**src/hw/fdc_cmd_pkg.sv**
```systemverilog
// Constants, types and helpers shared by the command interpreter and its timers
// Summary of operation
// - Track command: byte-select plus two drive bits pick drive 0-3 and low/high byte.
// - Track command reads or writes the internal track byte; one result byte returned.
// - Write-select 0 returns old byte, third byte dummy; 1 stores supplied byte.
// - Timing parameters have no reset value and no reset ever changes them.
// - Timing command raises no interrupt, has no result, only writes timing registers.
// - Second timing byte bits 7-4 hold the step-interval code for all seeks.
// - Step interval ms is (16 - code), halved, x1, x1.67 or doubled by rate.
// - Second timing byte bits 3-0: post-command motor delay factor; 0 means 16.
// - Post delay is factor times rate constant chosen by the motor-timer range bit.
// - Third timing byte bits 3-0: pre-command motor delay factor; 0 means 128.
// - Pre delay is factor times rate constant chosen by the motor-timer range bit.
// - Third timing byte bit 0 selects DMA (0) or non-DMA (1) transfers.
// - Verify reads normal-mark sectors, checks address and data, passes no data.
// - Terminal count never ends verify; with count-enable, ends when count reached.
// - With count-enable and a sector count of 0, 256 sectors are verified.
// - Without count-enable, verify ends when checked sector equals last sector.
// - Second verify byte bit 7 is count-enable, choosing count or last-sector end.
// - Second verify byte bits 2-0 are head select and two drive-select bits.
// - With multi-track and count-enable, verify continues onto side 1 after side 0 runs out.
// - Last sector above sectors per side ends verify with error, no mark data.
package fdc_cmd_pkg;

  localparam int CLK_PERIOD_NS = 4;
  localparam int TICK_NS       = 1000;
  localparam int TICK_CYCLES   = TICK_NS / CLK_PERIOD_NS;
  localparam int TICK_W        = 16;
  localparam int TIME_W        = 24;

  typedef logic [TIME_W-1:0] time_us_t;

  // Data rate select codes, indexes of the unit tables below
  localparam logic [1:0] RATE_500K = 2'h0;
  localparam logic [1:0] RATE_300K = 2'h1;
  localparam logic [1:0] RATE_250K = 2'h2;
  localparam logic [1:0] RATE_1M   = 2'h3;

  // Units in microseconds; fractional table entries rounded up
  localparam time_us_t STEP_UNIT_US [4] = '{24'd1000, 24'd1670, 24'd2000, 24'd500};
  localparam time_us_t OFF_UNIT_US [2][4] = '{
    '{24'd16000,  24'd26667,  24'd32000,   24'd8000},
    '{24'd512000, 24'd853334, 24'd1024000, 24'd512000}};
  localparam time_us_t ON_UNIT_US [2][4] = '{
    '{24'd1000,  24'd3334,  24'd4000,  24'd1000},
    '{24'd32000, 24'd53334, 24'd64000, 24'd32000}};

  localparam logic [7:0] STEP_CODE_SPAN  = 8'h10;
  localparam logic [7:0] OFF_FACTOR_ZERO = 8'h10;
  localparam logic [7:0] ON_FACTOR_ZERO  = 8'h80;

  localparam logic [7:0] OP_SPECIFY      = 8'h03;
  localparam logic [7:0] OP_SET_TRACK    = 8'h21;
  localparam logic [7:0] SET_TRACK_MASK  = 8'hbf;
  localparam logic [7:0] OP_VERIFY       = 8'h16;
  localparam logic [7:0] VERIFY_MASK     = 8'h1f;

  localparam logic [3:0] LEN_SPECIFY   = 4'h3;
  localparam logic [3:0] LEN_SET_TRACK = 4'h3;
  localparam logic [3:0] LEN_VERIFY    = 4'h9;
  localparam int         CMD_BYTES     = 9;
  localparam int         RES_BYTES     = 7;

  localparam int IDX_DRIVE  = 1;
  localparam int IDX_TRACK  = 2;
  localparam int IDX_HEAD   = 3;
  localparam int IDX_SECTOR = 4;
  localparam int IDX_SIZE   = 5;
  localparam int IDX_LAST   = 6;
  localparam int IDX_COUNT  = 8;

  localparam int BIT_WRITE_SEL = 6;
  localparam int BIT_MULTI     = 7;
  localparam int BIT_COUNT_EN  = 7;
  localparam int BIT_SEL2      = 2;
  localparam int BIT_DMA       = 0;
  localparam int HI_NIB_HI     = 7;
  localparam int HI_NIB_LO     = 4;
  localparam int LO_NIB_HI     = 3;

  localparam logic [7:0] ST0_ABNORMAL  = 8'h40;
  localparam logic [7:0] ST0_INVALID   = 8'h80;
  localparam logic [7:0] ST1_END_CYL   = 8'h80;
  localparam logic [7:0] ST1_DATA_ERR  = 8'h20;
  localparam logic [7:0] ST1_NO_DATA   = 8'h04;
  localparam logic [7:0] ST2_CTRL_MARK = 8'h40;
  localparam logic [7:0] FIRST_SECTOR  = 8'h01;

  localparam logic [8:0] VERIFY_FULL_COUNT = 9'h100;

  typedef enum logic [2:0] {
    ST_IDLE       = 3'b000,
    ST_COLLECT    = 3'b001,
    ST_EXEC       = 3'b010,
    ST_MOTOR_WAIT = 3'b011,
    ST_SECTOR     = 3'b100,
    ST_RESULT     = 3'b101
  } cmd_state_e;

  typedef enum logic [1:0] {
    K_SPECIFY   = 2'b00,
    K_SET_TRACK = 2'b01,
    K_VERIFY    = 2'b10,
    K_INVALID   = 2'b11
  } cmd_kind_e;

  function automatic time_us_t scale_us(input time_us_t unit, input logic [7:0] factor);
    logic [TIME_W+7:0] prod;
    prod     = unit * factor;
    scale_us = prod[TIME_W-1:0];
  endfunction : scale_us

  function automatic logic [7:0] make_st0(input logic [7:0] code, input logic head,
                                          input logic [1:0] drive);
    make_st0 = code | {5'h00, head, drive};
  endfunction : make_st0

endpackage : fdc_cmd_pkg

```
**src/hw/delay_timer_if.sv**
```systemverilog
// Start/done handshake between the interpreter and one delay timer
interface delay_timer_if;
  import fdc_cmd_pkg::*;
  logic     start;
  time_us_t load_us;
  logic     busy;
  logic     done;
  modport ctrl  (output start, output load_us, input busy, input done);
  modport timer (input start, input load_us, output busy, output done);
endinterface : delay_timer_if

```
**src/hw/delay_timer.sv**
```systemverilog
// Microsecond delay timer: counts ticks of a divided clock down to zero
module delay_timer
  import fdc_cmd_pkg::*;
#(
  parameter int TICK_LEN = TICK_CYCLES
) (
  input  wire logic    clock_i,
  input  wire logic    resetn_i,
  delay_timer_if.timer tif
);

  logic              busy_q, busy_d;
  logic              done_q, done_d;
  time_us_t          rem_q, rem_d;
  logic [TICK_W-1:0] tick_q, tick_d;

  always_comb begin
    busy_d = busy_q;
    done_d = 1'b0;
    rem_d  = rem_q;
    tick_d = tick_q;
    if (tif.start) begin
      // Restart wins over a running count
      busy_d = (tif.load_us != '0);
      done_d = (tif.load_us == '0);
      rem_d  = tif.load_us;
      tick_d = '0;
    end else if (busy_q) begin
      if (tick_q == TICK_W'(TICK_LEN - 1)) begin
        tick_d = '0;
        if (rem_q == time_us_t'(1)) begin
          busy_d = 1'b0;
          done_d = 1'b1;
        end
        rem_d = rem_q - time_us_t'(1);
      end else begin
        tick_d = tick_q + TICK_W'(1);
      end
    end
  end

  always_ff @(posedge clock_i or negedge resetn_i) begin
    if (!resetn_i) begin
      busy_q <= 1'b0;
      done_q <= 1'b0;
      rem_q  <= '0;
      tick_q <= '0;
    end else begin
      busy_q <= busy_d;
      done_q <= done_d;
      rem_q  <= rem_d;
      tick_q <= tick_d;
    end
  end

  assign tif.busy = busy_q;
  assign tif.done = done_q;

endmodule : delay_timer

```
**src/hw/fdc_track_specify_verify_cmds.sv**
```systemverilog
// Command interpreter for track set/read, timing parameters and verify
module fdc_track_specify_verify_cmds
  import fdc_cmd_pkg::*;
#(
  parameter int TICK_LEN = TICK_CYCLES
) (
  input  wire logic             clock_i,
  input  wire logic             resetn_i,
  input  wire logic             cmd_valid_i,
  input  wire logic [7:0]       cmd_byte_i,
  output logic                  cmd_ready_o,
  output logic                  res_valid_o,
  output logic [7:0]            res_byte_o,
  input  wire logic             res_ready_i,
  input  wire logic [1:0]       data_rate_i,
  input  wire logic             motor_timer_range_i,
  input  wire logic             step_request_i,
  output logic                  step_pulse_o,
  input  wire logic             motor_select_i,
  output logic                  motor_ready_o,
  output logic                  motor_hold_o,
  input  wire logic [7:0]       sectors_per_side_i,
  output logic                  sec_req_o,
  output logic [1:0]            sec_drive_o,
  output logic                  sec_head_o,
  output logic [7:0]            sec_number_o,
  input  wire logic             sec_done_i,
  input  wire logic             sec_crc_err_i,
  input  wire logic             sec_not_found_i,
  input  wire logic             sec_deleted_i,
  input  wire logic             terminal_count_input_i,
  output logic                  non_dma_o,
  output logic [3:0]            step_interval_code_o,
  output logic [3:0][15:0]      present_track_o,
  output logic                  cmd_end_o
);

  delay_timer_if step_tif ();
  delay_timer_if on_tif ();
  delay_timer_if off_tif ();

  delay_timer #(.TICK_LEN(TICK_LEN)) u_step_timer (
    .clock_i  (clock_i),
    .resetn_i (resetn_i),
    .tif      (step_tif)
  );
  delay_timer #(.TICK_LEN(TICK_LEN)) u_on_timer (
    .clock_i  (clock_i),
    .resetn_i (resetn_i),
    .tif      (on_tif)
  );
  delay_timer #(.TICK_LEN(TICK_LEN)) u_off_timer (
    .clock_i  (clock_i),
    .resetn_i (resetn_i),
    .tif      (off_tif)
  );

  // Timing parameters: deliberately without reset
  logic [3:0] step_code_q, step_code_d;
  logic [3:0] off_factor_q, off_factor_d;
  logic [3:0] on_factor_q, on_factor_d;
  logic       non_dma_q, non_dma_d;

  cmd_state_e        state_q, state_d;
  cmd_kind_e         kind_q, kind_d;
  logic [3:0]        len_q, len_d;
  logic [3:0]        cnt_q, cnt_d;
  logic [7:0]        cmd_q [CMD_BYTES];
  logic [7:0]        cmd_d [CMD_BYTES];
  logic [7:0]        res_q [RES_BYTES];
  logic [7:0]        res_d [RES_BYTES];
  logic [2:0]        res_cnt_q, res_cnt_d;
  logic [3:0][15:0]  track_q, track_d;
  logic              head_q, head_d;
  logic [7:0]        sector_q, sector_d;
  logic [8:0]        done_cnt_q, done_cnt_d;
  logic              end_q, end_d;
  logic              hold_q, hold_d;
  logic              ready_q, ready_d;
  logic              sel_prev_q;
  logic              step_q, step_d;

  // Decoded verify and track parameters, valid while the bytes sit in cmd_q
  logic [1:0] v_drive;
  logic       v_count_en;
  logic       v_multi;
  logic [7:0] v_last;
  logic [8:0] v_target;
  logic [8:0] v_next_cnt;
  logic [1:0] t_drive;
  logic       t_sel_hi;
  logic [7:0] t_old;
  logic [7:0] t_new;

  always_comb begin
    v_drive    = cmd_q[IDX_DRIVE][1:0];
    v_count_en = cmd_q[IDX_DRIVE][BIT_COUNT_EN];
    v_multi    = cmd_q[0][BIT_MULTI];
    v_last     = cmd_q[IDX_LAST];
    // Zero count means a full 256-sector pass
    v_target   = (cmd_q[IDX_COUNT] == 8'h00) ? VERIFY_FULL_COUNT
                                              : {1'b0, cmd_q[IDX_COUNT]};
    v_next_cnt = done_cnt_q + 9'h001;
    t_drive    = cmd_q[IDX_DRIVE][1:0];
    t_sel_hi   = cmd_q[IDX_DRIVE][BIT_SEL2];
    t_old      = t_sel_hi ? track_q[t_drive][15:8] : track_q[t_drive][7:0];
    t_new      = cmd_q[IDX_TRACK];
  end

  // Load the seven verify result bytes and end the command
  function automatic void finish_verify(input logic [7:0] st0, input logic [7:0] st1,
                                        input logic [7:0] st2);
    res_d[0]  = st0;
    res_d[1]  = st1;
    res_d[2]  = st2;
    res_d[3]  = cmd_q[IDX_TRACK];
    res_d[4]  = {7'h00, head_d};
    res_d[5]  = sector_d;
    res_d[6]  = cmd_q[IDX_SIZE];
    res_cnt_d = 3'(RES_BYTES);
    state_d   = ST_RESULT;
    end_d     = 1'b1;
  endfunction : finish_verify

  always_comb begin
    state_d      = state_q;
    kind_d       = kind_q;
    len_d        = len_q;
    cnt_d        = cnt_q;
    cmd_d        = cmd_q;
    res_d        = res_q;
    res_cnt_d    = res_cnt_q;
    track_d      = track_q;
    head_d       = head_q;
    sector_d     = sector_q;
    done_cnt_d   = done_cnt_q;
    end_d        = 1'b0;
    hold_d       = hold_q;
    step_code_d  = step_code_q;
    off_factor_d = off_factor_q;
    on_factor_d  = on_factor_q;
    non_dma_d    = non_dma_q;
    case (state_q)
      ST_IDLE: begin
        if (cmd_valid_i) begin
          cmd_d[0] = cmd_byte_i;
          cnt_d    = 4'h1;
          if (cmd_byte_i == OP_SPECIFY) begin
            kind_d  = K_SPECIFY;
            len_d   = LEN_SPECIFY;
            state_d = ST_COLLECT;
          end else if ((cmd_byte_i & SET_TRACK_MASK) == OP_SET_TRACK) begin
            kind_d  = K_SET_TRACK;
            len_d   = LEN_SET_TRACK;
            state_d = ST_COLLECT;
          end else if ((cmd_byte_i & VERIFY_MASK) == OP_VERIFY) begin
            kind_d  = K_VERIFY;
            len_d   = LEN_VERIFY;
            state_d = ST_COLLECT;
          end else begin
            // Opcodes not handled here answer with the invalid status byte
            kind_d    = K_INVALID;
            res_d[0]  = ST0_INVALID;
            res_cnt_d = 3'h1;
            state_d   = ST_RESULT;
          end
        end
      end
      ST_COLLECT: begin
        if (cmd_valid_i) begin
          cmd_d[cnt_q] = cmd_byte_i;
          cnt_d        = cnt_q + 4'h1;
          if (cnt_q == len_q - 4'h1) begin
            state_d = ST_EXEC;
          end
        end
      end
      ST_EXEC: begin
        case (kind_q)
          K_SPECIFY: begin
            // No result bytes, no interrupt: just the timing registers
            step_code_d  = cmd_q[IDX_DRIVE][HI_NIB_HI:HI_NIB_LO];
            off_factor_d = cmd_q[IDX_DRIVE][LO_NIB_HI:0];
            on_factor_d  = cmd_q[IDX_TRACK][LO_NIB_HI:0];
            non_dma_d    = cmd_q[IDX_TRACK][BIT_DMA];
            state_d      = ST_IDLE;
          end
          K_SET_TRACK: begin
            res_d[0] = t_old;
            if (cmd_q[0][BIT_WRITE_SEL]) begin
              res_d[0] = t_new;
              if (t_sel_hi) begin
                track_d[t_drive][15:8] = t_new;
              end else begin
                track_d[t_drive][7:0] = t_new;
              end
            end
            res_cnt_d = 3'h1;
            state_d   = ST_RESULT;
          end
          K_VERIFY: begin
            head_d     = cmd_q[IDX_DRIVE][BIT_SEL2];
            sector_d   = cmd_q[IDX_SECTOR];
            done_cnt_d = '0;
            hold_d     = 1'b1;
            if (v_last > sectors_per_side_i) begin
              // Rejected before any sector is read, so no mark data
              finish_verify(make_st0(ST0_ABNORMAL, head_d, v_drive), ST1_END_CYL, 8'h00);
            end else begin
              state_d = ST_MOTOR_WAIT;
            end
          end
          default: begin
            state_d = ST_IDLE;
          end
        endcase
      end
      ST_MOTOR_WAIT: begin
        // Pre-command motor delay gates the first sector read
        if (ready_q) begin
          state_d = ST_SECTOR;
        end
      end
      ST_SECTOR: begin
        // Sector checks only; nothing is forwarded to the host
        if (sec_done_i) begin
          if (sec_not_found_i || sec_crc_err_i || sec_deleted_i) begin
            finish_verify(make_st0(ST0_ABNORMAL, head_q, v_drive),
                          sec_not_found_i ? ST1_NO_DATA : (sec_crc_err_i ? ST1_DATA_ERR
                                                                           : 8'h00),
                          sec_deleted_i ? ST2_CTRL_MARK : 8'h00);
          end else begin
            done_cnt_d = v_next_cnt;
            // Terminal count input plays no part here
            if (v_count_en && v_next_cnt == v_target) begin
              finish_verify(make_st0(8'h00, head_q, v_drive), 8'h00, 8'h00);
            end else if (!v_count_en && sector_q == v_last) begin
              finish_verify(make_st0(8'h00, head_q, v_drive), 8'h00, 8'h00);
            end else if (sector_q == v_last) begin
              if (v_multi && !head_q) begin
                head_d   = 1'b1;
                sector_d = FIRST_SECTOR;
              end else begin
                finish_verify(make_st0(ST0_ABNORMAL, head_q, v_drive), ST1_END_CYL, 8'h00);
              end
            end else begin
              sector_d = sector_q + 8'h01;
            end
          end
        end
      end
      ST_RESULT: begin
        if (res_ready_i) begin
          for (int i = 0; i < RES_BYTES - 1; i++) begin
            res_d[i] = res_q[i+1];
          end
          res_d[RES_BYTES-1] = 8'h00;
          res_cnt_d          = res_cnt_q - 3'h1;
          if (res_cnt_q == 3'h1) begin
            state_d = ST_IDLE;
          end
        end
      end
      default: begin
        state_d = ST_IDLE;
      end
    endcase
    // Post-command delay expiry releases the motor hold; a stale expiry
    // must not drop the hold of a verify in progress
    if (off_tif.done && !(kind_q == K_VERIFY &&
                          state_q inside {ST_EXEC, ST_MOTOR_WAIT, ST_SECTOR})) begin
      hold_d = 1'b0;
    end
  end

  // Step pulses spaced by the programmed interval
  always_comb begin
    step_d         = step_request_i && !step_tif.busy && !step_q;
    step_tif.start = step_d;
    step_tif.load_us = scale_us(STEP_UNIT_US[data_rate_i],
                                STEP_CODE_SPAN - {4'h0, step_code_q});
  end

  // Motor delays with rate and range constants
  always_comb begin
    on_tif.start    = motor_select_i && !sel_prev_q;
    on_tif.load_us  = scale_us(ON_UNIT_US[motor_timer_range_i][data_rate_i],
                               (on_factor_q == 4'h0) ? ON_FACTOR_ZERO
                                                     : {4'h0, on_factor_q});
    off_tif.start   = end_q && (kind_q == K_VERIFY);
    off_tif.load_us = scale_us(OFF_UNIT_US[motor_timer_range_i][data_rate_i],
                               (off_factor_q == 4'h0) ? OFF_FACTOR_ZERO
                                                      : {4'h0, off_factor_q});
    ready_d = motor_select_i && (ready_q || on_tif.done);
  end

  always_ff @(posedge clock_i) begin
    step_code_q  <= step_code_d;
    off_factor_q <= off_factor_d;
    on_factor_q  <= on_factor_d;
    non_dma_q    <= non_dma_d;
  end

  always_ff @(posedge clock_i or negedge resetn_i) begin
    if (!resetn_i) begin
      state_q    <= ST_IDLE;
      kind_q     <= K_INVALID;
      len_q      <= '0;
      cnt_q      <= '0;
      cmd_q      <= '{default: 8'h00};
      res_q      <= '{default: 8'h00};
      res_cnt_q  <= '0;
      track_q    <= '0;
      head_q     <= 1'b0;
      sector_q   <= '0;
      done_cnt_q <= '0;
      end_q      <= 1'b0;
      hold_q     <= 1'b0;
      ready_q    <= 1'b0;
      sel_prev_q <= 1'b0;
      step_q     <= 1'b0;
    end else begin
      state_q    <= state_d;
      kind_q     <= kind_d;
      len_q      <= len_d;
      cnt_q      <= cnt_d;
      cmd_q      <= cmd_d;
      res_q      <= res_d;
      res_cnt_q  <= res_cnt_d;
      track_q    <= track_d;
      head_q     <= head_d;
      sector_q   <= sector_d;
      done_cnt_q <= done_cnt_d;
      end_q      <= end_d;
      hold_q     <= hold_d;
      ready_q    <= ready_d;
      sel_prev_q <= motor_select_i;
      step_q     <= step_d;
    end
  end

  assign cmd_ready_o          = (state_q == ST_IDLE) || (state_q == ST_COLLECT);
  assign res_valid_o          = (state_q == ST_RESULT);
  assign res_byte_o           = res_q[0];
  assign step_pulse_o         = step_q;
  assign motor_ready_o        = ready_q;
  assign motor_hold_o         = hold_q;
  assign sec_req_o            = (state_q == ST_SECTOR);
  assign sec_drive_o          = v_drive;
  assign sec_head_o           = head_q;
  assign sec_number_o         = sector_q;
  assign non_dma_o            = non_dma_q;
  assign step_interval_code_o = step_code_q;
  assign present_track_o      = track_q;
  assign cmd_end_o            = end_q;

endmodule : fdc_track_specify_verify_cmds

```
**config.mk**
```make
export PLATFORM = sky130hd
export DESIGN_NAME = fdc_track_specify_verify_cmds
export DESIGN_NICKNAME = d
export VERILOG_FILES = /design/src/hw/fdc_cmd_pkg.sv /design/src/hw/delay_timer_if.sv /design/src/hw/delay_timer.sv /design/src/hw/fdc_track_specify_verify_cmds.sv
export SDC_FILE = /design/constraint.sdc
export NUM_CORES = 1
export LEC_CHECK = 0
export ABC_AREA = 1
export BUFFER_PORTS_ARGS = -buffer_cell sky130_fd_sc_hd__buf_4
export CORE_MARGIN = 1.5
export CORE_UTILIZATION = 55
export DETAILED_ROUTE_END_ITERATION = 12
export PLACE_DENSITY = 0.77
export SKIP_LAST_GASP = 1
export SYNTH_ARGS = -nofsm -noshare
export SYNTH_HDL_FRONTEND = slang
export SYNTH_SLANG_ARGS = --single-unit
```
**constraint.sdc**
```tcl
create_clock -name clock_i -period 4.26 [get_ports clock_i]
set_input_delay 0.213 -clock clock_i [delete_from_list [all_inputs] [get_ports clock_i]]
set_output_delay 0.213 -clock clock_i [all_outputs]
set_load 0.03 [all_outputs]
```
== Word level (Yosys, flattened, before mapping) ==
Cells that the tools add are included.

* Add/sub/neg operators: 12
* $mul: 3
* $lt $le $gt $ge: 7
* Equality and inequality tests: 42
* Muxes and demuxes: 165
* Bitwise operators: 3
* Reduce and logical (&&, ||, !) cells: 62

{| class="wikitable"
|+ Operators with widths
! kind !! number
|-
| two-way mux 56 bit || 8
|-
| two-way mux 96 bit || 4
|-
| two-way mux 24 bit || 15
|-
| two-way mux 16 bit || 11
|-
| binary-select mux 24 bit (select 2 bit) || 3
|-
| case mux 48 bit (3 select lines) || 1
|-
| two-way mux 8 bit || 17
|-
| bitwise mux 64 bit || 2
|-
| two-way mux 91 bit || 1
|-
| two-way mux 87 bit || 1
|-
| two-way mux 3 bit || 28
|-
| bitwise mux 72 bit || 1
|-
| equality test 24 x 1 -> 1 bit (second input constant) || 3
|-
| two-way mux 72 bit || 1
|-
| nonzero test 24 bit || 3
|-
| subtractor 24 x 1 -> 24 bit (second input constant) || 3
|-
| demux 16 bit (select 2 bit) || 2
|-
| two-way mux 64 bit || 1
|-
| adder 16 x 1 -> 16 bit (second input constant) || 3
|-
| equality test 16 x 8 -> 1 bit (second input constant) || 3
|-
| logical NOT 24 bit || 2
|-
| multiplier 24 x 8 -> 24 bit || 2
|-
| two-way mux 48 bit || 1
|-
| case mux 8 bit (2 select lines) || 3
|-
| 67 further kinds || 175
|}

* Register bits: 369
* Input port bits: 30
* Output and inout bits: 95

== Logic depth before layout (Yosys ltp) ==
* Word-level depth: 10
* Mapped depth: 30
* Mapped depth without buffers: 30

== By module ==
From an unflattened synthesis, not the netlist that was laid out.

* Cells, all modules: 3847
* Area total of the unflattened synthesis: 27553.9 sq um

{| class="wikitable"
|+ By module, submodules not included
! module !! instances !! cells an instance !! area each (sq um) !! seq. area each (sq um)
|-
| fdc_track_specify_verify_cmds || 1 || 2404 || 18350.1 || 5567.8
|-
| delay_timer || 3 || 481 || 3067.9 || 1051.0
|}

== Least setup slack after synthesis ==
OpenSTA, ideal clock, no wires.

* Kind: reg-to-reg
* Start: register step_code_q[0] (netlist: step_interval_code_o[0])
* End: register u_step_timer.busy_q (netlist: u_step_timer.tif.busy)
* Library setup time: 0.117 ns
* Arrival time: 4.672 ns
* Data required time: 4.143 ns
* Path slack: -0.529 ns
* Stages on the path, launching flop included: 23
* Path buffers: 0
* Cells stage by stage: edfxtp_1 -> inv_1 -> ha_1 -> xnor2_1 -> nand2_1 -> fa_1 -> fa_1 -> inv_1 -> ha_1 -> inv_1 -> fa_1 -> inv_1 -> ha_1 -> a21oi_1 -> o21ai_0 -> xnor2_1 -> nand2_1 -> nor2_1 -> nand3_1 -> nor2_1 -> nand4_1 -> nand2_1 -> nand2_1

* Cells in the longest elaborated chain, start to end: 4

{| class="wikitable"
|+ Ends and longest elaborated chain
! what !! line !! RTL
|-
| start: declaration || fdc_track_specify_verify_cmds.sv:59 || <nowiki>logic [3:0] step_code_q, step_code_d;</nowiki>
|-
| start signal: assignment || fdc_track_specify_verify_cmds.sv:298 || <nowiki>step_code_q <= step_code_d;</nowiki>
|-
| subtractor 5 x 4 -> 6 bit || fdc_track_specify_verify_cmds.sv:281 || <nowiki>STEP_CODE_SPAN - {4'h0, step_code_q});</nowiki>
|-
| multiplier 24 x 8 -> 24 bit || fdc_cmd_pkg.sv:109 || <nowiki>prod = unit * factor;</nowiki>
|-
| nonzero test 24 bit || delay_timer.sv:24 || <nowiki>busy_d = (tif.load_us != '0);</nowiki>
|-
| two-way mux 1 bit || delay_timer.sv:22 || <nowiki>if (tif.start) begin</nowiki>
|-
| named net u_step_timer.busy_d || delay_timer.sv:12 || <nowiki>logic busy_q, busy_d;</nowiki>
|-
| end signal: assignment || delay_timer.sv:49 || <nowiki>busy_q <= busy_d;</nowiki>
|-
| end: declaration || delay_timer.sv:12 ||
|}

The timed path passes the listed nets, and every way through them passes these cells.
A chain may end at the register's enable or synchronous reset.

== Worst setup path after layout ==
* Start: register off_factor_q[3]
* End: register u_off_timer.busy_q (netlist: u_off_timer.tif.busy)

* Cells in the longest elaborated chain, start to end: 5

{| class="wikitable"
|+ Ends and longest elaborated chain
! what !! line !! RTL
|-
| start: declaration || fdc_track_specify_verify_cmds.sv:60 || <nowiki>logic [3:0] off_factor_q, off_factor_d;</nowiki>
|-
| start signal: assignment || fdc_track_specify_verify_cmds.sv:299 || <nowiki>off_factor_q <= off_factor_d;</nowiki>
|-
| logical NOT 4 bit || fdc_track_specify_verify_cmds.sv:292 || <nowiki>(off_factor_q == 4'h0) ? OFF_FACTOR_ZERO</nowiki>
|-
| two-way mux 5 bit (*) || fdc_track_specify_verify_cmds.sv:292 ||
|-
| multiplier 24 x 5 -> 24 bit (*) || fdc_cmd_pkg.sv:109 ||
|-
| nonzero test 24 bit (*) || delay_timer.sv:24 ||
|-
| two-way mux 1 bit (*) || delay_timer.sv:22 ||
|-
| named net u_off_timer.busy_d || delay_timer.sv:12 ||
|-
| end signal: assignment || delay_timer.sv:49 ||
|-
| end: declaration || delay_timer.sv:12 ||
|}

The timed path passes the listed nets; every way through them passes the cells marked *.

==> results.md <==
- Worst Path Arrival: 4.91 ns
- Largest area contributor in the netlist: dfrtp_1
- Synth Instances: 3,765
- Pwr per Cell Area: 454 nW/um2
- Comb pwr share: 47.9%
- Register area share after synthesis: 32.2%
- Critical path class: reg2reg
- Failing checks: negative setup slack
- CP Max Fanout: 5
- TritonCTS clock tree: done
- ANT nets after route: 0
- Int Pwr: 0.00858 W
- Critical Path Slowest Stage Cell: fa_1
- Run status: finished, violations left
- Final period utilization: 105%
- Most used cell, CP: nand2_1
- Vias: 26,300
- Worst slew pin tran: 0.916 ns
- Final Max Tran Viols: 0
- Largest net degree at the start of global routing: 98
- Core area: 48,000 um2
- Critical Path RT: 4.71 ns
- Hold Crit Class: in2reg
- Final WS setup: -0.196 ns
- NetSw: 0.00660 W
- Die area: 50,400 um2
- Average size of a mapped cell: 7.16 um2
- Final hold violation count: 0
- # fillers: 3,765
- Port-buffer cells: 123
- Synth top area cells: dfrtp_1 (31%), nand2_1 (13%), inv_1 (9.3%)
- Detailed-route DRC error count: 0
- Nets@finish: 4,411
- Clock power share: 21.9%
- Post-synth top area share: 30.7%
- All-Layer GR Usage: 29.8%
- Io pins: 125
- Antenna violations before repair: 0
- Commonest cells after routing, fill and taps aside: nand2_1 (827), inv_1 (613), buf_4 (378)
- Unrepaired setup endpoints after global routing: yes
- Total chip power: 0.0152 W
- H-tree depth: 2
- Avg WL per Cell: 16.4 um
- Clk Latency, worst-skew pair: 0.59 ns
- Commonest non-fill, non-tap cell in the layout: nand2_1
- Initial DRC Count: 2,333
- LEAKAGE: 16.8 nW
- Syn nets: 4,075
- Die X: 224 um
- Antenna diode count: 0
- Number of global-route vias before repair: 24,800
- Final Non-Filler Cells: 4,747
- CTS max path bufs: 3
- Library cells used by synthesis: 56
- Clock skew: 0.0332 ns
- Routed Wire Length: 78,100 um
- Ys async rst share: 96.5%
- Final global-route overflow total: 0
- Initial cell density of the core: 56.1%
- Top FF cell, synth: dfrtp_1
- Min cycle time layout: 4.46 ns
- Worst-path clk slew: 0.06 ns
- DR pass1 iterations: 5
- Layout cells sized above 1: 20.6%
- Root Driver: clkbuf_16
- Endpoint type of the worst setup path: flop
- Fin Setup TNS: -0.694 ns
- DP HPWL: 54,800 um
- Post-Syn Area: 27,000 um2
- Multi-input logic area: 17,000 um2
- First-pass GRT wire length: 123,000 um
- R2R Setup Slk: -0.20 ns
- Crit start category: flop
- P&R area growth vs syn: 23.9%
- Max cap viols: 0
- Placer Congestion: 0.930
- Site Rows: 80
- Max incr delay on CP: 0.56 ns
- Switching share of power: 43.5%
- Post-synth EDFFs: 12
- Number of CTS-inserted buffers: 40
- Sink Count: 345
- Sequential share of power: 30.2%
- Placed cell count: 4,636
- Setup Viol. Count Final: 7
- F_max: 224 MHz
- Max_slew headroom: 38.4%
- Vias per inst: 5.54
- Peak VDD IR: 0.000330 V
- Die Ht: 224 um
- Synthesis Warnings: 0
- Flops & latches, synth: 345
- Register Area: 8700 um2
[state kept, by name, summed over array words and instances (netlist names), 24 cells and up]
signal              cells
cmd_q                  32
u_on_timer.rem_q       24
u_off_timer.rem_q      24
u_step_timer.rem_q     24
res_q                  48
present_track_o        64
[cell families after synthesis]
| group | count (synthesis) | synth area share, % |
|---|---|---|
| DFF | 345 | 32.2 |
| muxes | 2 | 0.0789 |
| buffers and inverters | 785 | 11.3 |
| AOI/OAI and AO/OA | 523 | 10.9 |
| adders and majority gates | 280 | 16.1 |
| and+or+nand+nor | 1766 | 27.4 |
| xor gates and xnor gates | 64 | 2.08 |
[per-layer routing]
| metal | wire, um | track usage, % |
|---|---|---|
| met5 | 0 | 0 |
| met3 | 6680 | 6.04 |
| met1 | 32800 | 41.3 |
| met4 | 3090 | 10.3 |
| met2 | 35500 | 46.6 |
[worst max-delay path, delay by kind of cell (launching register included)]
| kind | cells | cell delay, ns |
|---|---|---|
| DFF | 1 | 0.45 |
| and+or+nand+nor | 15 | 1.39 |
| adders and majority gates | 4 | 1.74 |
| AOI/OAI and AO/OA | 1 | 0.19 |
| buffers and inverters | 6 | 0.53 |
[synth_stat cells (5+ instances only)]
master / count
clkbuf_1: 76
o22ai_1: 27
a31oi_1: 13
buf_4: 12
fa_1: 112
nand2_1: 927
nor4_1: 23
nand4_1: 68
o21ai_0: 269
xor2_1: 41
dfrtp_1: 331
ha_1: 168
a21oi_1: 125
edfxtp_1: 12
o221ai_1: 12
o21a_1: 5
clkinv_1: 6
xnor2_1: 23
nor2_2: 6
nand3_1: 230
nor2_1: 423
nor3_1: 41
o31ai_1: 5
nand3b_1: 16
a22oi_1: 10
or2_2: 14
and2_1: 6
buf_2: 15
o211ai_1: 23
inv_1: 668
[final cells by class]
class	instances	area share (%)
inverters	677	7.64
multi-input cells	2635	50.8
well taps	615	2.30
clock inverters	16	0.434
repair buffers	402	9.40
flip-flops and latches	345	26.0
clock buffers	57	3.37
[through the flow]
step | worst slack [ns] | hold slack, ns | utilization [%] | cell area (um2)
after floorplan | -0.00974 | -0.0826 | - | 27200
after global placement | -0.451 | 0.295 | 62.8 | 30200
after detailed placement | -0.534 | 0.289 | 62.8 | 30200
after CTS | -0.0215 | 0.0234 | 67.0 | 32200
after global routing | -0.347 | 0.0810 | 69.5 | 33400
final | -0.196 | 0.0510 | 69.5 | 33400
[power groups by stage]
| stage | Sequential [W] | Combinational (W) | Clock [W] |
|---|---|---|---|
| floorplan | 0.00452 | 0.00417 | 0 |
| global placement | 0.00459 | 0.00612 | 0 |
| detailed placement | 0.00460 | 0.00622 | 0 |
| CTS | 0.00456 | 0.00658 | 0.00337 |
| global route | 0.00466 | 0.00803 | 0.00351 |
| finish | 0.00458 | 0.00727 | 0.00333 |
[worst paths after layout]
path,from,cells after the start,to
min,sec_crc_err_i,4,res_q[45]
min reg2reg,cmd_q[60],0,step_interval_code_o[0]
max reg2reg,off_factor_q[3],26,u_off_timer.tif.busy
max,off_factor_q[3],26,u_off_timer.tif.busy
min in group asynchronous,resetn_i,2,u_step_timer.rem_q[20]
max in group asynchronous,resetn_i,3,u_on_timer.rem_q[21]
[what timing repair did]
item | CTS | global route
buffers inserted | 12 | 22
hold endpoints to repair | 95 | 0
endpoints found under the setup margin | 35 | 47
gates cloned | 0 | 1
pin swaps | 64 | 221
resized for setup | 142 | 299
hold buffers | 4 | 0
(Power assumes the default switching activity.)
